===== config.mk =====
export PLATFORM = sky130hd
export DESIGN_NAME = nicm_config
export DESIGN_NICKNAME = d
export VERILOG_FILES = /design/src/nicm_pkg.sv /design/src/nicm_line_codec.sv /design/src/nicm_config.sv
export SDC_FILE = /design/constraint.sdc
export NUM_CORES = 1
export LEC_CHECK = 0
export BUFFER_PORTS_ARGS = -buffer_cell sky130_fd_sc_hd__buf_2
export CAP_MARGIN = 20
export CORE_AREA = 2 2 171 173
export CTS_BUF_LIST = sky130_fd_sc_hd__clkbuf_16
export DETAILED_ROUTE_END_ITERATION = 12
export DIE_AREA = 0 0 173 175
export GPL_TIMING_DRIVEN = 0
export PLACE_DENSITY = 0.85
export SLEW_MARGIN = 5
export SYNTH_ARGS = -nofsm -noshare
export SYNTH_HDL_FRONTEND = slang
export SYNTH_SLANG_ARGS = --single-unit

===== constraint.sdc =====
create_clock -name sys_clk -period 2.6 [get_ports sys_clk]
set_input_delay 0.26 -clock sys_clk [delete_from_list [all_inputs] [get_ports sys_clk]]
set_output_delay 0.26 -clock sys_clk [all_outputs]
set_load 0.05 [all_outputs]

===== src/nicm_pkg.sv =====
package nicm_pkg;
  // Function
  // - Forced mode accepts accesses without configuration
  // - Forced mode: I/O 200h, master on, memory/ROM off
  // - One media path muxed to the MAC
  // - 10 Mbps path: Manchester coding, clock recovery
  // - 100BASE-X path: 4B/5B, scrambling, free-running symbol timing
  // - 4-bit MII paths only when MII selected
  // - Negotiated link switches mux to that function
  // - Boot ROM mapped per ROM control register
  // - ROM memory reads: byte, word, dword
  // - ROM byte access via I/O address/data registers
  // - Two EEPROM words load configuration register
  // - Configuration register resets to 00000010h
  // - Bits 7:6 give boot ROM size
  // - Bit 8 clear checks delimiter JK in 100BASE-TX, counts failures
  // - Bit 14 enables oversize transmit, resets zero
  // - Bit 15 enables oversize receive, resets zero
  // - Bits 23:20 select the transceiver

  // ----------------------------------------
  // Register map and fields
  // ----------------------------------------
  localparam logic [2:0] NICM_ICFG_WIN = 3'h3;
  localparam logic [7:0] NICM_ICFG_OFS = 8'h00;
  localparam logic [2:0] NICM_ROMIO_WIN = 3'h0;
  localparam logic [7:0] NICM_ROM_ADDR_OFS = 8'h04;
  localparam logic [7:0] NICM_ROM_DATA_OFS = 8'h08;
  localparam logic [2:0] NICM_STAT_WIN = 3'h4;
  localparam logic [7:0] NICM_BAD_DELIM_OFS = 8'h0C;
  localparam logic [31:0] NICM_ICFG_RESET = 32'h0000_0010;
  localparam logic [31:0] NICM_ICFG_MASK = 32'h03F0_C1C0;
  localparam int NICM_ROM_SIZE_LSB = 6;
  localparam int NICM_DELIM_DIS_BIT = 8;
  localparam int NICM_TX_LARGE_BIT = 14;
  localparam int NICM_RX_LARGE_BIT = 15;
  localparam int NICM_XCVR_LSB = 20;
  localparam logic [1:0] NICM_ROM_64K = 2'h0;
  localparam logic [1:0] NICM_ROM_128K = 2'h1;
  localparam logic [15:0] NICM_FORCED_IO_BASE = 16'h0200;

  // ----------------------------------------
  // Timing
  // ----------------------------------------
  localparam int NICM_CLK_NS = 10;
  localparam int NICM_SYM_NS = 40;
  localparam int NICM_BIT10_NS = 100;
  localparam int NICM_SYM_CYC = NICM_SYM_NS / NICM_CLK_NS;
  localparam int NICM_HALF_CYC = NICM_BIT10_NS / (2 * NICM_CLK_NS);
  localparam int NICM_MID_CYC =
    (3 * NICM_BIT10_NS + 4 * NICM_CLK_NS - 1) / (4 * NICM_CLK_NS);

  // ----------------------------------------
  // Codes
  // ----------------------------------------
  localparam logic [4:0] NICM_SYM_IDLE = 5'h1F;
  localparam logic [4:0] NICM_SYM_J = 5'h18;
  localparam logic [4:0] NICM_SYM_K = 5'h11;

  typedef enum logic [3:0] {
    NICM_X_10T = 4'b0000, NICM_X_AUI = 4'b0001, NICM_X_COAX = 4'b0011,
    NICM_X_100TX = 4'b0100, NICM_X_100FX = 4'b0101, NICM_X_MII = 4'b0110,
    NICM_X_AUTO = 4'b1000, NICM_X_EXTMAC = 4'b1001
  } nicm_xcvr_t;

  typedef enum logic [1:0] {
    NICM_M_NONE = 2'b00, NICM_M_10 = 2'b01, NICM_M_100 = 2'b10,
    NICM_M_MII = 2'b11
  } nicm_media_t;

  typedef enum logic [1:0] {
    NICM_R_IDLE = 2'b00, NICM_R_STEP = 2'b01, NICM_R_WAIT = 2'b10,
    NICM_R_DONE = 2'b11
  } nicm_rom_st_t;

  // ----------------------------------------
  // Carriers
  // ----------------------------------------
  typedef struct packed {
    logic valid;
    logic write;
    logic [2:0] window;
    logic [7:0] addr;
    logic [3:0] be;
    logic [31:0] wdata;
  } nicm_reg_req_t;

  typedef struct packed {
    logic valid;
    logic write;
    logic [31:0] addr;
    logic [3:0] be;
    logic [31:0] wdata;
  } nicm_mem_req_t;

  typedef struct packed {
    logic configured;
    logic [15:0] io_base;
    logic io_en;
    logic mem_en;
    logic master_en;
    logic rom_en;
    logic [15:0] rom_base;
  } nicm_pci_cfg_t;

  typedef struct packed {
    logic accept;
    logic [15:0] io_base;
    logic io_en;
    logic mem_en;
    logic master_en;
    logic rom_en;
  } nicm_decode_t;
endpackage


===== src/nicm_line_codec.sv =====
`timescale 1ns/1ps
module nicm_line_codec (
  // Clock and reset
  input wire logic sys_clk,
  input wire logic rst,
  // Selected path and MAC transmit nibble
  input wire nicm_pkg::nicm_media_t mode,
  input wire logic tx_en,
  input wire logic [3:0] txd,
  // Line side
  input wire logic [4:0] sym_rx,
  input wire logic man_rx,
  output logic [4:0] sym_tx,
  output logic man_tx,
  // Recovered data and delimiter check
  output logic tx_take,
  output logic [3:0] rx_nib,
  output logic rx_valid,
  output logic ssd_done,
  output logic ssd_ok
);
  import nicm_pkg::*;

  typedef struct packed {
    logic [1:0] sym_cnt;
    logic [2:0] half_cnt;
    logic [10:0] lfsr_tx;
    logic [10:0] lfsr_rx;
    logic [4:0] sym_tx;
    logic prev_idle;
    logic ssd_pend;
    logic ssd_done;
    logic ssd_ok;
    logic [3:0] rx_nib;
    logic rx_valid;
    logic tx_take;
    logic [3:0] man_sh;
    logic [2:0] man_h;
    logic man_busy;
    logic man_tx;
    logic mrx_prev;
    logic [3:0] mrx_cnt;
    logic [3:0] mrx_sh;
    logic [1:0] mrx_n;
  } nicm_codec_st_t;

  nicm_codec_st_t s_q;
  nicm_codec_st_t s_d;

  // ----------------------------------------
  // Scrambler step, five bits per symbol
  // ----------------------------------------
  function automatic logic [15:0] scr5(input logic [10:0] l);
    logic [10:0] v;
    logic [4:0] ks;
    v = l;
    ks = 5'h00;
    for (int i = 0; i < 5; i++)
    begin
      ks[i] = v[10] ^ v[8];
      v = {v[9:0], ks[i]};
    end
    return {ks, v};
  endfunction

  function automatic logic [4:0] enc(input logic [3:0] n);
    logic [4:0] t [16];
    t = '{5'h1E, 5'h09, 5'h14, 5'h15, 5'h0A, 5'h0B, 5'h0E, 5'h0F,
          5'h12, 5'h13, 5'h16, 5'h17, 5'h1A, 5'h1B, 5'h1C, 5'h1D};
    return t[n];
  endfunction

  // ----------------------------------------
  // Next state
  // ----------------------------------------
  always_comb
  begin
    logic sym_en;
    logic half_en;
    logic [15:0] st;
    logic [15:0] sr;
    logic [4:0] d;
    logic [4:0] dn;
    logic hit;
    logic mb;
    sym_en = 1'b0;
    half_en = 1'b0;
    st = 16'h0000;
    sr = 16'h0000;
    d = 5'h00;
    dn = 5'h00;
    hit = 1'b0;
    mb = 1'b0;
    s_d = s_q;
    s_d.ssd_done = 1'b0;
    s_d.rx_valid = 1'b0;
    s_d.tx_take = 1'b0;
    sym_en = (s_q.sym_cnt == 2'(NICM_SYM_CYC - 1));
    s_d.sym_cnt = sym_en ? 2'h0 : s_q.sym_cnt + 2'h1;
    half_en = (s_q.half_cnt == 3'(NICM_HALF_CYC - 1));
    s_d.half_cnt = half_en ? 3'h0 : s_q.half_cnt + 3'h1;
    if (sym_en && mode == NICM_M_100)
    begin
      // 4B/5B encode and scramble transmit
      st = scr5(s_q.lfsr_tx);
      s_d.lfsr_tx = st[10:0];
      s_d.sym_tx = (tx_en ? enc(txd) : NICM_SYM_IDLE) ^ st[15:11];
      s_d.tx_take = tx_en;
      // Descramble and decode receive
      sr = scr5(s_q.lfsr_rx);
      s_d.lfsr_rx = sr[10:0];
      d = sym_rx ^ sr[15:11];
      for (int i = 0; i < 16; i++)
      begin
        if (enc(4'(i)) == d)
        begin
          hit = 1'b1;
          dn = 5'(i);
        end
      end
      s_d.prev_idle = (d == NICM_SYM_IDLE);
      if (s_q.prev_idle && d != NICM_SYM_IDLE)
      begin
        s_d.ssd_pend = 1'b1;
        s_d.ssd_ok = (d == NICM_SYM_J);
      end
      else if (s_q.ssd_pend)
      begin
        s_d.ssd_pend = 1'b0;
        s_d.ssd_done = 1'b1;
        s_d.ssd_ok = s_q.ssd_ok && (d == NICM_SYM_K);
      end
      else if (hit)
      begin
        s_d.rx_nib = dn[3:0];
        s_d.rx_valid = 1'b1;
      end
    end
    if (half_en && mode == NICM_M_10)
    begin
      // Manchester transmit, second half carries the bit
      if (s_q.man_busy)
      begin
        mb = s_q.man_sh[s_q.man_h[2:1]];
        s_d.man_tx = s_q.man_h[0] ? mb : ~mb;
        s_d.man_h = s_q.man_h + 3'h1;
        s_d.man_busy = (s_q.man_h != 3'h7);
      end
      else if (tx_en)
      begin
        s_d.man_sh = txd;
        s_d.man_busy = 1'b1;
        s_d.man_h = 3'h0;
        s_d.tx_take = 1'b1;
      end
      else
        s_d.man_tx = 1'b0;
    end
    // Manchester receive with mid-bit clock recovery
    s_d.mrx_prev = man_rx;
    if (s_q.mrx_cnt != 4'hF)
      s_d.mrx_cnt = s_q.mrx_cnt + 4'h1;
    if (mode == NICM_M_10 && man_rx != s_q.mrx_prev
        && s_q.mrx_cnt >= 4'(NICM_MID_CYC))
    begin
      s_d.mrx_cnt = 4'h0;
      s_d.mrx_sh = {man_rx, s_q.mrx_sh[3:1]};
      s_d.mrx_n = s_q.mrx_n + 2'h1;
      if (s_q.mrx_n == 2'h3)
      begin
        s_d.rx_nib = {man_rx, s_q.mrx_sh[3:1]};
        s_d.rx_valid = 1'b1;
      end
    end
  end

  always_ff @(posedge sys_clk)
  begin
    if (rst)
    begin
      s_q <= '0;
      s_q.lfsr_tx <= 11'h7FF;
      s_q.lfsr_rx <= 11'h7FF;
      s_q.sym_tx <= NICM_SYM_IDLE;
    end
    else
      s_q <= s_d;
  end

  assign sym_tx = s_q.sym_tx;
  assign man_tx = s_q.man_tx;
  assign tx_take = s_q.tx_take;
  assign rx_nib = s_q.rx_nib;
  assign rx_valid = s_q.rx_valid;
  assign ssd_done = s_q.ssd_done;
  assign ssd_ok = s_q.ssd_ok;
endmodule


===== src/nicm_config.sv =====
`timescale 1ns/1ps
module nicm_config #(
  parameter int CNT_W = 16
) (
  // Clock and reset
  input wire logic sys_clk,
  input wire logic rst,
  // Mode straps and PCI configuration
  input wire logic forced_config_mode,
  input wire nicm_pkg::nicm_pci_cfg_t pci_cfg,
  output nicm_pkg::nicm_decode_t pci_decode,
  // Register port
  input wire nicm_pkg::nicm_reg_req_t reg_req,
  output logic reg_ack,
  output logic [31:0] reg_rdata,
  // EEPROM load
  input wire logic ee_valid,
  input wire logic ee_sel,
  input wire logic [15:0] ee_word,
  // Memory-space ROM access
  input wire nicm_pkg::nicm_mem_req_t mem_req,
  output logic mem_ack,
  output logic mem_refused,
  output logic [31:0] mem_rdata,
  // ROM device
  input wire logic [7:0] rom_rdata,
  output logic [16:0] rom_addr,
  output logic [7:0] rom_wdata,
  output logic rom_we,
  output logic rom_oe,
  // Auto-negotiation and statistics
  input wire logic an_link_up,
  input wire logic an_speed100,
  input wire logic stats_enable,
  // MAC side
  input wire logic mac_tx_en,
  input wire logic [3:0] mac_txd,
  output logic mac_tx_take,
  output logic [3:0] mac_rxd,
  output logic mac_rx_dv,
  output nicm_pkg::nicm_media_t active_media,
  output logic oversize_tx_en,
  output logic oversize_rx_en,
  // Line side
  input wire logic [4:0] sym_rx,
  input wire logic man_rx,
  output logic [4:0] sym_tx,
  output logic man_tx,
  // MII data
  input wire logic [3:0] mii_rxd,
  input wire logic mii_rx_dv,
  output logic [3:0] mii_txd,
  output logic mii_tx_en
);
  import nicm_pkg::*;

  typedef struct packed {
    logic [31:0] icfg;
    logic [1:0] ee_got;
    logic [16:0] rom_io_addr;
    logic [7:0] rom_io_data;
    logic [31:0] rdata;
    logic ack;
    nicm_decode_t dec;
    nicm_media_t media;
    logic [3:0] mac_rxd;
    logic mac_rx_dv;
    logic mac_take;
    logic [3:0] mii_txd;
    logic mii_tx_en;
    nicm_rom_st_t rst_st;
    logic [1:0] idx;
    logic from_io;
    logic is_wr;
    logic [3:0] be;
    logic [31:0] buf_w;
    logic [16:0] base;
    logic [16:0] rom_addr;
    logic [7:0] rom_wdata;
    logic rom_we;
    logic rom_oe;
    logic mem_ack;
    logic mem_refused;
    logic [31:0] mem_rdata;
    logic [CNT_W-1:0] bad_cnt;
  } nicm_state_t;

  nicm_state_t s_q;
  nicm_state_t s_d;

  logic [4:0] c_sym_tx;
  logic c_man_tx;
  logic c_take;
  logic [3:0] c_rx_nib;
  logic c_rx_valid;
  logic c_ssd_done;
  logic c_ssd_ok;

  // ----------------------------------------
  // Line coding paths
  // ----------------------------------------
  nicm_line_codec u_codec (
    .sys_clk(sys_clk),
    .rst(rst),
    .mode(s_q.media),
    .tx_en(mac_tx_en),
    .txd(mac_txd),
    .sym_rx(sym_rx),
    .man_rx(man_rx),
    .sym_tx(c_sym_tx),
    .man_tx(c_man_tx),
    .tx_take(c_take),
    .rx_nib(c_rx_nib),
    .rx_valid(c_rx_valid),
    .ssd_done(c_ssd_done),
    .ssd_ok(c_ssd_ok)
  );

  // ----------------------------------------
  // Next state
  // ----------------------------------------
  always_comb
  begin
    logic [31:0] wmask;
    logic [31:0] bemask;
    logic reg_take;
    logic mem_take;
    logic mem_hit;
    logic io_rom;
    logic is_100tx;
    nicm_xcvr_t xsel;
    logic [1:0] rsize;
    wmask = 32'h0000_0000;
    bemask = 32'h0000_0000;
    reg_take = 1'b0;
    mem_take = 1'b0;
    mem_hit = 1'b0;
    io_rom = 1'b0;
    is_100tx = 1'b0;
    xsel = nicm_xcvr_t'(s_q.icfg[NICM_XCVR_LSB +: 4]);
    rsize = s_q.icfg[NICM_ROM_SIZE_LSB +: 2];
    s_d = s_q;
    s_d.ack = 1'b0;
    s_d.mem_ack = 1'b0;
    s_d.mem_refused = 1'b0;
    s_d.rom_we = 1'b0;
    s_d.rom_oe = 1'b0;

    // Forced decode settings override PCI configuration
    if (forced_config_mode)
    begin
      s_d.dec.accept = 1'b1;
      s_d.dec.io_base = NICM_FORCED_IO_BASE;
      s_d.dec.io_en = 1'b1;
      s_d.dec.mem_en = 1'b0;
      s_d.dec.master_en = 1'b1;
      s_d.dec.rom_en = 1'b0;
    end
    else
    begin
      s_d.dec.accept = pci_cfg.configured && (s_q.ee_got == 2'h3);
      s_d.dec.io_base = pci_cfg.io_base;
      s_d.dec.io_en = pci_cfg.io_en;
      s_d.dec.mem_en = pci_cfg.mem_en;
      s_d.dec.master_en = pci_cfg.master_en;
      s_d.dec.rom_en = pci_cfg.rom_en;
    end

    // Each EEPROM word fills the low or high half that ee_sel selects
    if (ee_valid)
    begin
      if (ee_sel)
        s_d.icfg[31:16] = ee_word & NICM_ICFG_MASK[31:16];
      else
        s_d.icfg[15:0] = ee_word & NICM_ICFG_MASK[15:0];
      s_d.ee_got[ee_sel] = 1'b1;
    end

    // ----------------------------------------
    // Media multiplexer
    // ----------------------------------------
    case (xsel)
      NICM_X_10T, NICM_X_AUI, NICM_X_COAX:
        s_d.media = NICM_M_10;
      NICM_X_100TX, NICM_X_100FX:
        s_d.media = NICM_M_100;
      NICM_X_MII, NICM_X_EXTMAC:
        s_d.media = NICM_M_MII;
      NICM_X_AUTO:
        s_d.media = an_link_up ? (an_speed100 ? NICM_M_100 : NICM_M_10)
                               : NICM_M_NONE;
      default:
        s_d.media = NICM_M_NONE;
    endcase
    // At most one path reaches the MAC, none when no media is selected
    case (s_q.media)
      NICM_M_MII:
      begin
        s_d.mac_rxd = mii_rxd;
        s_d.mac_rx_dv = mii_rx_dv;
        s_d.mii_txd = mac_txd;
        s_d.mii_tx_en = mac_tx_en;
        s_d.mac_take = mac_tx_en;
      end
      NICM_M_10, NICM_M_100:
      begin
        s_d.mac_rxd = c_rx_nib;
        s_d.mac_rx_dv = c_rx_valid;
        s_d.mii_txd = 4'h0;
        s_d.mii_tx_en = 1'b0;
        s_d.mac_take = c_take;
      end
      default:
      begin
        s_d.mac_rxd = 4'h0;
        s_d.mac_rx_dv = 1'b0;
        s_d.mii_txd = 4'h0;
        s_d.mii_tx_en = 1'b0;
        s_d.mac_take = 1'b0;
      end
    endcase

    // Delimiter check only in 100BASE-TX operation
    is_100tx = (xsel == NICM_X_100TX)
               || (xsel == NICM_X_AUTO && s_q.media == NICM_M_100);
    if (c_ssd_done && !c_ssd_ok && is_100tx && stats_enable
        && !s_q.icfg[NICM_DELIM_DIS_BIT] && s_q.bad_cnt != '1)
      s_d.bad_cnt = s_q.bad_cnt + 1'b1;

    // ----------------------------------------
    // Register port
    // ----------------------------------------
    for (int i = 0; i < 4; i++)
      bemask[i*8 +: 8] = {8{reg_req.be[i]}};
    reg_take = reg_req.valid && !s_q.ack && s_q.rst_st == NICM_R_IDLE;
    if (reg_take)
    begin
      io_rom = s_q.dec.accept && reg_req.window == NICM_ROMIO_WIN
               && reg_req.addr == NICM_ROM_DATA_OFS;
      if (!s_q.dec.accept)
      begin
        s_d.ack = 1'b1;
        s_d.rdata = 32'h0000_0000;
      end
      else if (io_rom)
      begin
        // Byte ROM access through I/O registers
        s_d.rst_st = NICM_R_STEP;
        s_d.from_io = 1'b1;
        s_d.is_wr = reg_req.write;
        s_d.be = 4'h1;
        s_d.idx = 2'h0;
        s_d.base = s_q.rom_io_addr;
        s_d.buf_w = {24'h000000, reg_req.wdata[7:0]};
      end
      else if (reg_req.window == NICM_ICFG_WIN
               && reg_req.addr == NICM_ICFG_OFS)
      begin
        s_d.ack = 1'b1;
        s_d.rdata = s_q.icfg & NICM_ICFG_MASK;
        wmask = bemask & NICM_ICFG_MASK;
        if (reg_req.write)
          s_d.icfg = (s_q.icfg & ~wmask) | (reg_req.wdata & wmask);
      end
      else if (reg_req.window == NICM_ROMIO_WIN
               && reg_req.addr == NICM_ROM_ADDR_OFS)
      begin
        s_d.ack = 1'b1;
        s_d.rdata = {15'h0000, s_q.rom_io_addr};
        if (reg_req.write)
          s_d.rom_io_addr = reg_req.wdata[16:0];
      end
      else if (reg_req.window == NICM_STAT_WIN
               && reg_req.addr == NICM_BAD_DELIM_OFS)
      begin
        s_d.ack = 1'b1;
        s_d.rdata = 32'(s_q.bad_cnt);
      end
      else
      begin
        s_d.ack = 1'b1;
        s_d.rdata = 32'h0000_0000;
      end
    end

    // ----------------------------------------
    // Memory-space ROM window
    // ----------------------------------------
    if (rsize == NICM_ROM_128K)
      mem_hit = mem_req.addr[31:17] == pci_cfg.rom_base[15:1];
    else
      mem_hit = mem_req.addr[31:16] == pci_cfg.rom_base;
    mem_take = mem_req.valid && !s_q.mem_ack && !reg_take
               && s_q.rst_st == NICM_R_IDLE && s_q.dec.rom_en && mem_hit;
    if (mem_take)
    begin
      if (mem_req.write && mem_req.be != 4'hF)
      begin
        // Partial ROM writes are dropped
        s_d.mem_ack = 1'b1;
        s_d.mem_refused = 1'b1;
      end
      else
      begin
        // Any byte lanes served on reads
        s_d.rst_st = NICM_R_STEP;
        s_d.from_io = 1'b0;
        s_d.is_wr = mem_req.write;
        s_d.be = mem_req.be;
        s_d.idx = 2'h0;
        s_d.base = {mem_req.addr[16:2], 2'h0};
        if (rsize == NICM_ROM_64K)
          s_d.base[16] = 1'b0;
        s_d.buf_w = mem_req.wdata;
      end
    end

    // ----------------------------------------
    // ROM byte sequencer
    // ----------------------------------------
    case (s_q.rst_st)
      NICM_R_STEP:
      begin
        if (s_q.be[s_q.idx])
        begin
          s_d.rom_addr = s_q.base + 17'(s_q.idx);
          s_d.rom_wdata = s_q.buf_w[s_q.idx*8 +: 8];
          s_d.rom_we = s_q.is_wr;
          s_d.rom_oe = !s_q.is_wr;
          s_d.rst_st = NICM_R_WAIT;
        end
        else if (s_q.idx == 2'h3)
          s_d.rst_st = NICM_R_DONE;
        else
          s_d.idx = s_q.idx + 2'h1;
      end
      NICM_R_WAIT:
      begin
        if (!s_q.is_wr)
          s_d.buf_w[s_q.idx*8 +: 8] = rom_rdata;
        if (s_q.idx == 2'h3 || s_q.from_io)
          s_d.rst_st = NICM_R_DONE;
        else
        begin
          s_d.idx = s_q.idx + 2'h1;
          s_d.rst_st = NICM_R_STEP;
        end
      end
      NICM_R_DONE:
      begin
        s_d.rst_st = NICM_R_IDLE;
        if (s_q.from_io)
        begin
          s_d.ack = 1'b1;
          s_d.rom_io_data = s_q.buf_w[7:0];
          s_d.rdata = {24'h000000, s_q.buf_w[7:0]};
        end
        else
        begin
          s_d.mem_ack = 1'b1;
          s_d.mem_rdata = s_q.is_wr ? 32'h0000_0000 : s_q.buf_w;
        end
      end
      default:
        s_d.rst_st = s_d.rst_st;
    endcase
  end

  always_ff @(posedge sys_clk)
  begin
    if (rst)
    begin
      s_q <= '0;
      s_q.icfg <= NICM_ICFG_RESET;
    end
    else
      s_q <= s_d;
  end

  // ----------------------------------------
  // Outputs
  // ----------------------------------------
  assign pci_decode = s_q.dec;
  assign reg_ack = s_q.ack;
  assign reg_rdata = s_q.rdata;
  assign mem_ack = s_q.mem_ack;
  assign mem_refused = s_q.mem_refused;
  assign mem_rdata = s_q.mem_rdata;
  assign rom_addr = s_q.rom_addr;
  assign rom_wdata = s_q.rom_wdata;
  assign rom_we = s_q.rom_we;
  assign rom_oe = s_q.rom_oe;
  assign mac_tx_take = s_q.mac_take;
  assign mac_rxd = s_q.mac_rxd;
  assign mac_rx_dv = s_q.mac_rx_dv;
  assign active_media = s_q.media;
  assign oversize_tx_en = s_q.icfg[NICM_TX_LARGE_BIT];
  assign oversize_rx_en = s_q.icfg[NICM_RX_LARGE_BIT];
  assign sym_tx = c_sym_tx;
  assign man_tx = c_man_tx;
  assign mii_txd = s_q.mii_txd;
  assign mii_tx_en = s_q.mii_tx_en;
endmodule


Yosys cells after proc, flatten, opt, wreduce, memory -nomap -nowiden
Memory sizes are Yosys's and may differ from the RTL's. Index checks and enable logic that the tools add are counted. Widths: inputs -> output; s select.

Bits in read-only memories: 80. Word-level logic and storage cells: 311. Input bits: 204. Memories: 1. Output and inout bits: 136. Register bits after elaboration: 316.

Shifts and indexed selects: 3. Reductions and logical operators: 60. $add $sub $neg: 9. Order comparisons: 6. Mux-type cells: 100. Bitwise gates (word level): 27. Equality and inequality tests: 52.

Memory list: (no name shown) (depth 16, width 5, read ports 1, clocked after Yosys merged registers in 0, write ports 0, RTL line nicm_line_codec.sv:70) `return t[n];`.

Operators by type and width (number): $mux 59 (5); $mux 32 (8); $mux 33 (5); $eq 5x5->1 const A (11); $mux 5 (10); $mux 34 (1); $neg 5->34 (1); $shift 8x34->32 const A (1); $shiftx 8x34->32 (1); $and 32x26->32 (1); $and 32x32->32 (1); $bwmux 32 (1); $mux 16 (2); $mux 4 (8); $not 26->32 (1); $or 32x32->32 (1); $shiftx 32x6->8 (1); $mux 1 (29); $logic_and 1x1->1 (27); $mux 27 (1); $mux 2 (13); $eq 4x5->1 const A (5); $pmux 11 s2 (1); $mux 21 (1); 57 further kinds (121).

Depth between registers and ports, before layout
Gate-level depths: netlist of run 1.

Depth after elaboration: 27. Gate-level depth with buffers: 11.

By module
A second synthesis of run 1 with hierarchy kept.

Cells, all modules: 1553. Area, all modules: 13893.3 sq um.

By module, submodules not included: nicm_config (times used 1, cells an instance 1237, sequential area each 4664.5 sq um, area an instance 10980.5 sq um); nicm_line_codec (times used 1, cells an instance 316, sequential area each 1221.2 sq um, area an instance 2912.8 sq um).

Least setup slack after synthesis of run 1
OpenSTA, ideal clock, no wires.

Kind: reg-to-reg. Start point: reg s_q[133] (netlist name). End point: reg s_q (netlist bit rom_addr[14]). Data required time: 2.509 ns. Path slack: 0.104 ns. Cell stages (with the launch flop): 8. Data arrival time: 2.405 ns. Cell sequence: dfxtp_1 > clkbuf_1 > inv_1 > fa_1 > or3_1 > clkbuf_1 > or3_1 > a311oi_1.

Cells in the longest elaborated chain, start to end: 3.

RTL lines: from (decl) (RTL line nicm_config.sv:88) `nicm_state_t s_q;`; parallel branches: the longest is 3 deep, another holds $add 17x2->17.

Several ways; the timed one is not identified. The select of a mux whose other input is x is not followed. A chain may end at the register's enable or synchronous reset.

==> reports/metrics.csv, run 1 <==
metric;value;unit
crit path kind;reg2reg;
area delta synth->final;29.4;%
xor-xnor portion of the synthesized cell area;5.10;%
Clk Tree Root Cell;clkbuf_16;
Primary FF master, synth;dfxtp_1;
hold slack final;-0.000271;ns
#FFs+latches synth;294;
Antenna Violating Nets Remaining;0;
Critical-path top delay cell;dfxtp_1;
CP cell instances;inv_1 -> ha_1 -> and3b_2 -> nand4_1 -> buf_4 -> nor2_4 -> nand2_1 -> buf_2 -> a211oi_1 -> a311oi_1;
failing checks;negative hold slack;
Synth area leaders;dfxtp_1, buf_4, mux2i_1;
EDFF count, synth;0;
Cell Rows;62;
via/cell ratio;5.57;
Fill cells;2293;
Clock power frac;47.7;%
worst hold path class;in2reg;
drt drc;0;
maxcap violations;0;
CTS Buf Count;30;
final WL;45.7;mm
internal power;7870;uW
I/O pin count;340;
Chip Width;173;um
Clock Sink Count;294;
worst skew pair latency;0.58;ns
Hold Path Depth;3;
sequential area share after synthesis;42.6;%
adder and majority gate portion of the synthesized area;2.50;%
status;finished, violations left;
Pre-Repair DR Iteration Count;10;
part of the power in registers;44.7;%
PwrDens;574;nW/um2
DR iter-0 viols;1148;
critical path data arrival time;2.90;ns
DR WL/cell;19.5;um
Fin. Hold Viols;1;
routed vias;13013;
Post-Synth Simple-Gate Area;17.2;%
mux cell area share after synthesis;6.93;%
Synth Area per Inst;9.21;um2
Synth Warn #;0;
Placer Congestion;0.933;
CP startpoint kind;flip-flop;
asr flop ratio synth;0;%
Slew @ Worst Pin;1.16;ns
port bufs;318;
Max clock buf depth;3;
Placed Cells;2202;
DIE HEIGHT;175;um
endpoints failing setup;0;
most frequent cells in the layout;buf_2, dfxtp_1, nor2_1;
leakage power;0.00797;uW
unrepaired setup endpoints after global routing;no;
switching power;2380;uW
switching power share of the total;23.2;%
VDD IR max;0.523;mV
clock-pin transition on the worst setup and hold timing paths;0.06;ns
worst r2r path cells;10;
HPWL after detailed placement;33.7;mm
Post-Syn Instances;1500;
Synth Area in Compound Gates;15.7;%
post-synthesis cell area;13800;um2
Finished Layout Cells;2338;
layout cells sized above 1;27.7;%
full die area;30300;um2
pin count of the biggest net entering global routing;17;
Synth top area share;42.6;%
Layout Utilization;62.9;%
commonest non-fill, non-tap cell in the layout;buf_2;
Reg area;5890;um2
H-tree Lvls;1;
Initial Util;48.6;%
initial antenna violation count;4;
footprint of the multi-input gates;6570;um2
Netlist cell types;63;
Max-slew headroom;21.8;%
Max Slew Vio Count;0;
number of global-route vias before repair;12707;
Peak Freq;399;MHz
Worst Skew;0.0290;ns
Syn Nets;1731;
Gate power share;7.6;%
Cell Area, Placed;15900;um2
Final Instance Area;17900;um2
CTS tree;yes;
total grt overflow;0;
max incr delay on CP;0.35;ns
Final Cycle Share;96.3;%
area leader, netlist;dfxtp_1;
core footprint;28400;um2
nets;2161;
Tmin final;2.50;ns
main combinational cell family by area after synthesis;simple AND/OR/NAND/NOR gates;
Worst Setup End Kind;flip-flop;
GRT Total Usage;28.9;%
first-pass GRT wire length;69.5;mm
worst-path fanout max;10;
Worst Path Required;3.00;ns
==> state kept, by name (all words and copies together), names as in the netlist, 4 cells and up, named ones only <==
name            cells
u_codec.s_q        47
mii_txd             4
reg_rdata          32
rom_addr           17
pci_decode         21
u_codec.sym_tx      5
mac_rxd             4
s_q                94
u_codec.rx_nib      4
mem_rdata          32
rom_wdata           8
==> worst max-delay path, delay by kind of cell, from the launching register on <==
kind | cells | cell delay, ns
DFF | 1 | 0.35
adders and majority gates | 1 | 0.21
buffers and inverters | 3 | 0.59
AOI/OAI and AO/OA | 2 | 0.36
and+or+nand+nor | 4 | 0.81
==> power by group through the flow <==
stage               Clock (uW)  Sequential (uW)  Combinational (uW)
floorplan                    0             4680                 337
finish                    4890             4580                 778
global route              5100             4580                 827
global placement             0             4680                 653
CTS                       4930             4580                 762
detailed placement           0             4680                 662
==> Yosys cell counts (16+ instances only) <==
library cell and n:
xnor2_1 46, dfxtp_1 294, a211o_1 26, a22o_1 33
and3_1 38, nor2_1 146, o22ai_1 32, xor2_1 21
a211oi_1 54, inv_1 23, nor3_1 19, a21oi_1 65
o21ai_0 19, buf_4 125, nand2_1 103, a22oi_1 28
and2_1 46, clkbuf_1 69, a311oi_1 16, nor2b_1 19
ha_1 26, mux2i_1 63, nand3_1 52
==> per-stage QoR <==
step	setup TNS, ns	total power [uW]	hold WS [ns]	setup WS [ns]
after floorplan	0	5020	0.376	0.104
after global placement	-13.96	5330	0.413	-0.437
after detailed placement	-22.62	5340	0.433	-0.565
after CTS	0	10300	0.000884	0.000970
after global routing	0	10500	0.0104	0.0102
final	0	10300	-0.000271	0.0964
==> timing repair <==
item | 4_1_cts | 5_1_grt
hold buffers | 79 | 0
setup buffers | 3 | 0
endpoints found under the setup margin | 77 | 69
gates resized for setup | 11 | 10
endpoints found under the hold margin | 79 | 0
==> worst paths after layout <==
kind                         from         endpoint  slack [ns]
setup reg to reg         s_q[134]        flip-flop         0.1
hold / removal        pci_cfg[17]    pci_decode[1]     -0.0003
setup / recovery         s_q[134]        flip-flop         0.1
hold reg to reg   u_codec.s_q[60]  u_codec.s_q[60]        0.44
==> kinds of logic (layout without fill, tap and decap cells) <==
group | after synthesis | after routing
buf+inv | 233 | 685
other cells | 0 | 2
xor+xnor | 72 | 72
flops | 294 | 294
mux | 82 | 82
fa+ha+maj | 27 | 27
compound gates | 305 | 305
simple gates | 487 | 487
==> metal layers <==
| metal | routed length [um] | global-route usage, % | up-vias |
|---|---|---|---|
| met1 | 17500 | 34.8 | 6102 |
| li1 | - | - | 6056 |
| met2 | 21800 | 50.0 | 706 |
| met4 | 1990 | 12.1 | 4 |
| met5 | 24 | 0 | - |
| met3 | 4340 | 6.46 | 145 |
==> layout make-up <==
class / count / area share (%)
Tap cell: 384 / 2.69
Sequential cell: 294 / 33.0
Timing Repair Buffer: 400 / 13.5
Clock inverter: 24 / 2.08
Multi-Input combinational cell: 973 / 36.8
Inverter: 23 / 0.483
Clock buffer: 30 / 4.20
Buffer: 208 / 7.30
Antenna cell: 2 / 0.0280
Note: power is estimated with default switching activity, not from simulation.
==> run 2: changes to the inputs <==
--- a/config.mk
+++ b/config.mk
@@ -7,12 +7,12 @@
 export LEC_CHECK = 0
 export BUFFER_PORTS_ARGS = -buffer_cell sky130_fd_sc_hd__buf_2
 export CAP_MARGIN = 20
-export CORE_AREA = 2 2 171 173
+export CORE_AREA = 2 2 170 172
 export CTS_BUF_LIST = sky130_fd_sc_hd__clkbuf_16
 export DETAILED_ROUTE_END_ITERATION = 12
-export DIE_AREA = 0 0 173 175
+export DIE_AREA = 0 0 172 174
 export GPL_TIMING_DRIVEN = 0
-export PLACE_DENSITY = 0.85
+export PLACE_DENSITY = 0.83
 export SLEW_MARGIN = 5
 export SYNTH_ARGS = -nofsm -noshare
 export SYNTH_HDL_FRONTEND = slang
==> constraint.sdc (replaced) <==
create_clock -name sys_clk -period 2.5 [get_ports sys_clk]
set_input_delay 0.25 -clock sys_clk [delete_from_list [all_inputs] [get_ports sys_clk]]
set_output_delay 0.25 -clock sys_clk [all_outputs]
set_load 0.05 [all_outputs]
==> reports/metrics.csv, run 2 (synthesis results as in run 1) <==
metric;value;unit
Clk Tree Root Cell;clkbuf_16;
Peak Freq;410;MHz
DIE HEIGHT;174;um
met3 routed WL;4.03;mm
Hold Path Depth;3;
setup_tns;0;ns
top routing layer in use;met5;
Tmin final;2.44;ns
worst hold path class;in2reg;
Chip Width;172;um
top flop regs;s_q: 94 flops, u_codec.s_q: 47 flops;
met2 wire length;21.1;mm
Placer Congestion;0.950;
worst skew pair latency;0.57;ns
CP Launch Point;s_q[133];
routed vias;13027;
leakage power;0.00791;uW
Cell Rows;62;
Placed Cells;2202;
Antenna Violating Nets Remaining;0;
first-pass GRT wire length;66.3;mm
Max Slew Vio Count;0;
commonest non-fill, non-tap cell in the layout;buf_2;
Fin. Hold Viols;0;
most frequent cells in the layout;buf_2, dfxtp_1, nor2_1;
Worst Path Required;2.95;ns
layout cells sized above 1;28.3;%
status;finished clean;
Max-slew headroom;24.1;%
CTS tree;yes;
Finished Layout Cells;2334;
DR iter-0 viols;1251;
Slew @ Worst Pin;1.13;ns
HPWL after detailed placement;33.4;mm
pin count of the biggest net entering global routing;20;
number of global-route vias before repair;12433;
PwrDens;566;nW/um2
endpoints failing setup;0;
H-tree Lvls;1;
CTS Buf Count;31;
Worst Skew;0.0297;ns
Pre-Repair DR Iteration Count;6;
Reg with most FFs;s_q;
I/O pin count;340;
critical path data arrival time;2.88;ns
crit path kind;reg2reg;
final WL;44.5;mm
worst r2r path cells;7;
full die area;29900;um2
Worst R2R Start;s_q[133];
WL met1;17.0;mm
Max clock buf depth;3;
via/cell ratio;5.58;
VDD IR max;0.568;mV
maxcap violations;0;
CP startpoint kind;flip-flop;
GRT Total Usage;28.3;%
Largest register FFs;94;
core footprint;28200;um2
area delta synth->final;27.8;%
Worst Setup End Kind;flip-flop;
worst-path fanout max;10;
clock-pin transition on the worst setup and hold timing paths;0.06;ns
initial antenna violation count;7;
Clock Sink Count;294;
crit path capture;rom_addr[12];
Final Cycle Share;97.5;%
Reg2Reg Setup Slack;0.06;ns
total grt overflow;0;
Initial Util;48.9;%
port bufs;318;
RR Endpoint;rom_addr[12];
DR WL/cell;19.1;um
nets;2151;
drt drc;0;
## run 2: layer usage
metal / up-vias / GRT usage (%)
met5: - / 0
met4: 4 / 14.1
met3: 153 / 5.76
met2: 656 / 48.7
met1: 6173 / 33.2
li1: 6041 / -
## run 2: power breakdown
group / leakage (uW) / switching, uW / internal (uW)
registers: 0.00238 / 37.9 / 4730
clock network: 0.000510 / 1900 / 2540
logic: 0.00502 / 465 / 324
total: 0.00791 / 2400 / 7600
## run 2: final cells by class
type / count / area [um2]
buffer: 208 / 1320
clock inverter: 27 / 195
sequential: 294 / 5890
inverter: 23 / 90.1
multi-input combinational: 973 / 6610
clock buffer: 31 / 776
tap: 384 / 480
antenna: 5 / 12.5
fill: 2323 / 10600
timing repair buffer: 389 / 2280
## run 2: worst min path at each step
| stage | from | endpoint |
|---|---|---|
| 4_1_cts | mem_req[29] | s_q[123] |
| 2_1_floorplan | pci_cfg[29] | pci_decode[13] |
| 6_report | ee_word[5] | flip-flop |
| 5_1_grt | mem_req[38] | s_q[79] |
| 3_5_place_dp | u_codec.s_q[60] | u_codec.s_q[60] |
| 3_3_place_gp | u_codec.s_q[60] | u_codec.s_q[60] |
## run 2: critical path, cell delays in order, from the launching register on
cell	delay, ns
dfxtp_4	0.39
clkbuf_8	0.20
clkinvlp_4	0.16
fa_2	0.41
or3_1	0.39
clkbuf_1	0.18
or3_1	0.33
a311oi_1	0.26
## run 2: what timing repair did
| item | 4_1_cts | 5_1_grt |
|---|---|---|
| hold buffers | 62 | 1 |
| buffers inserted | 4 | 4 |
| endpoints found under the setup margin | 86 | 67 |
| gates resized for setup | 16 | 25 |
| endpoints found under the hold margin | 62 | 1 |
| pin swaps | 1 | 2 |
## run 2: per-stage QoR
stage / hold WS (ns) / total power, uW / setup slack [ns] / area, um2 / util (%)
final: 0.00723 / 10000 / 0.0637 / 17700 / 62.5
after global routing: 0.00960 / 10300 / -0.0414 / 17600 / 62.5
after CTS: 0.000541 / 9990 / 0.0236 / 17500 / 62.1
after detailed placement: 0.424 / 5560 / -0.734 / 15900 / 56.2
after global placement: 0.413 / 5540 / -0.629 / 15900 / 56.2
after floorplan: 0.366 / 5220 / 0.00423 / 13800 / -
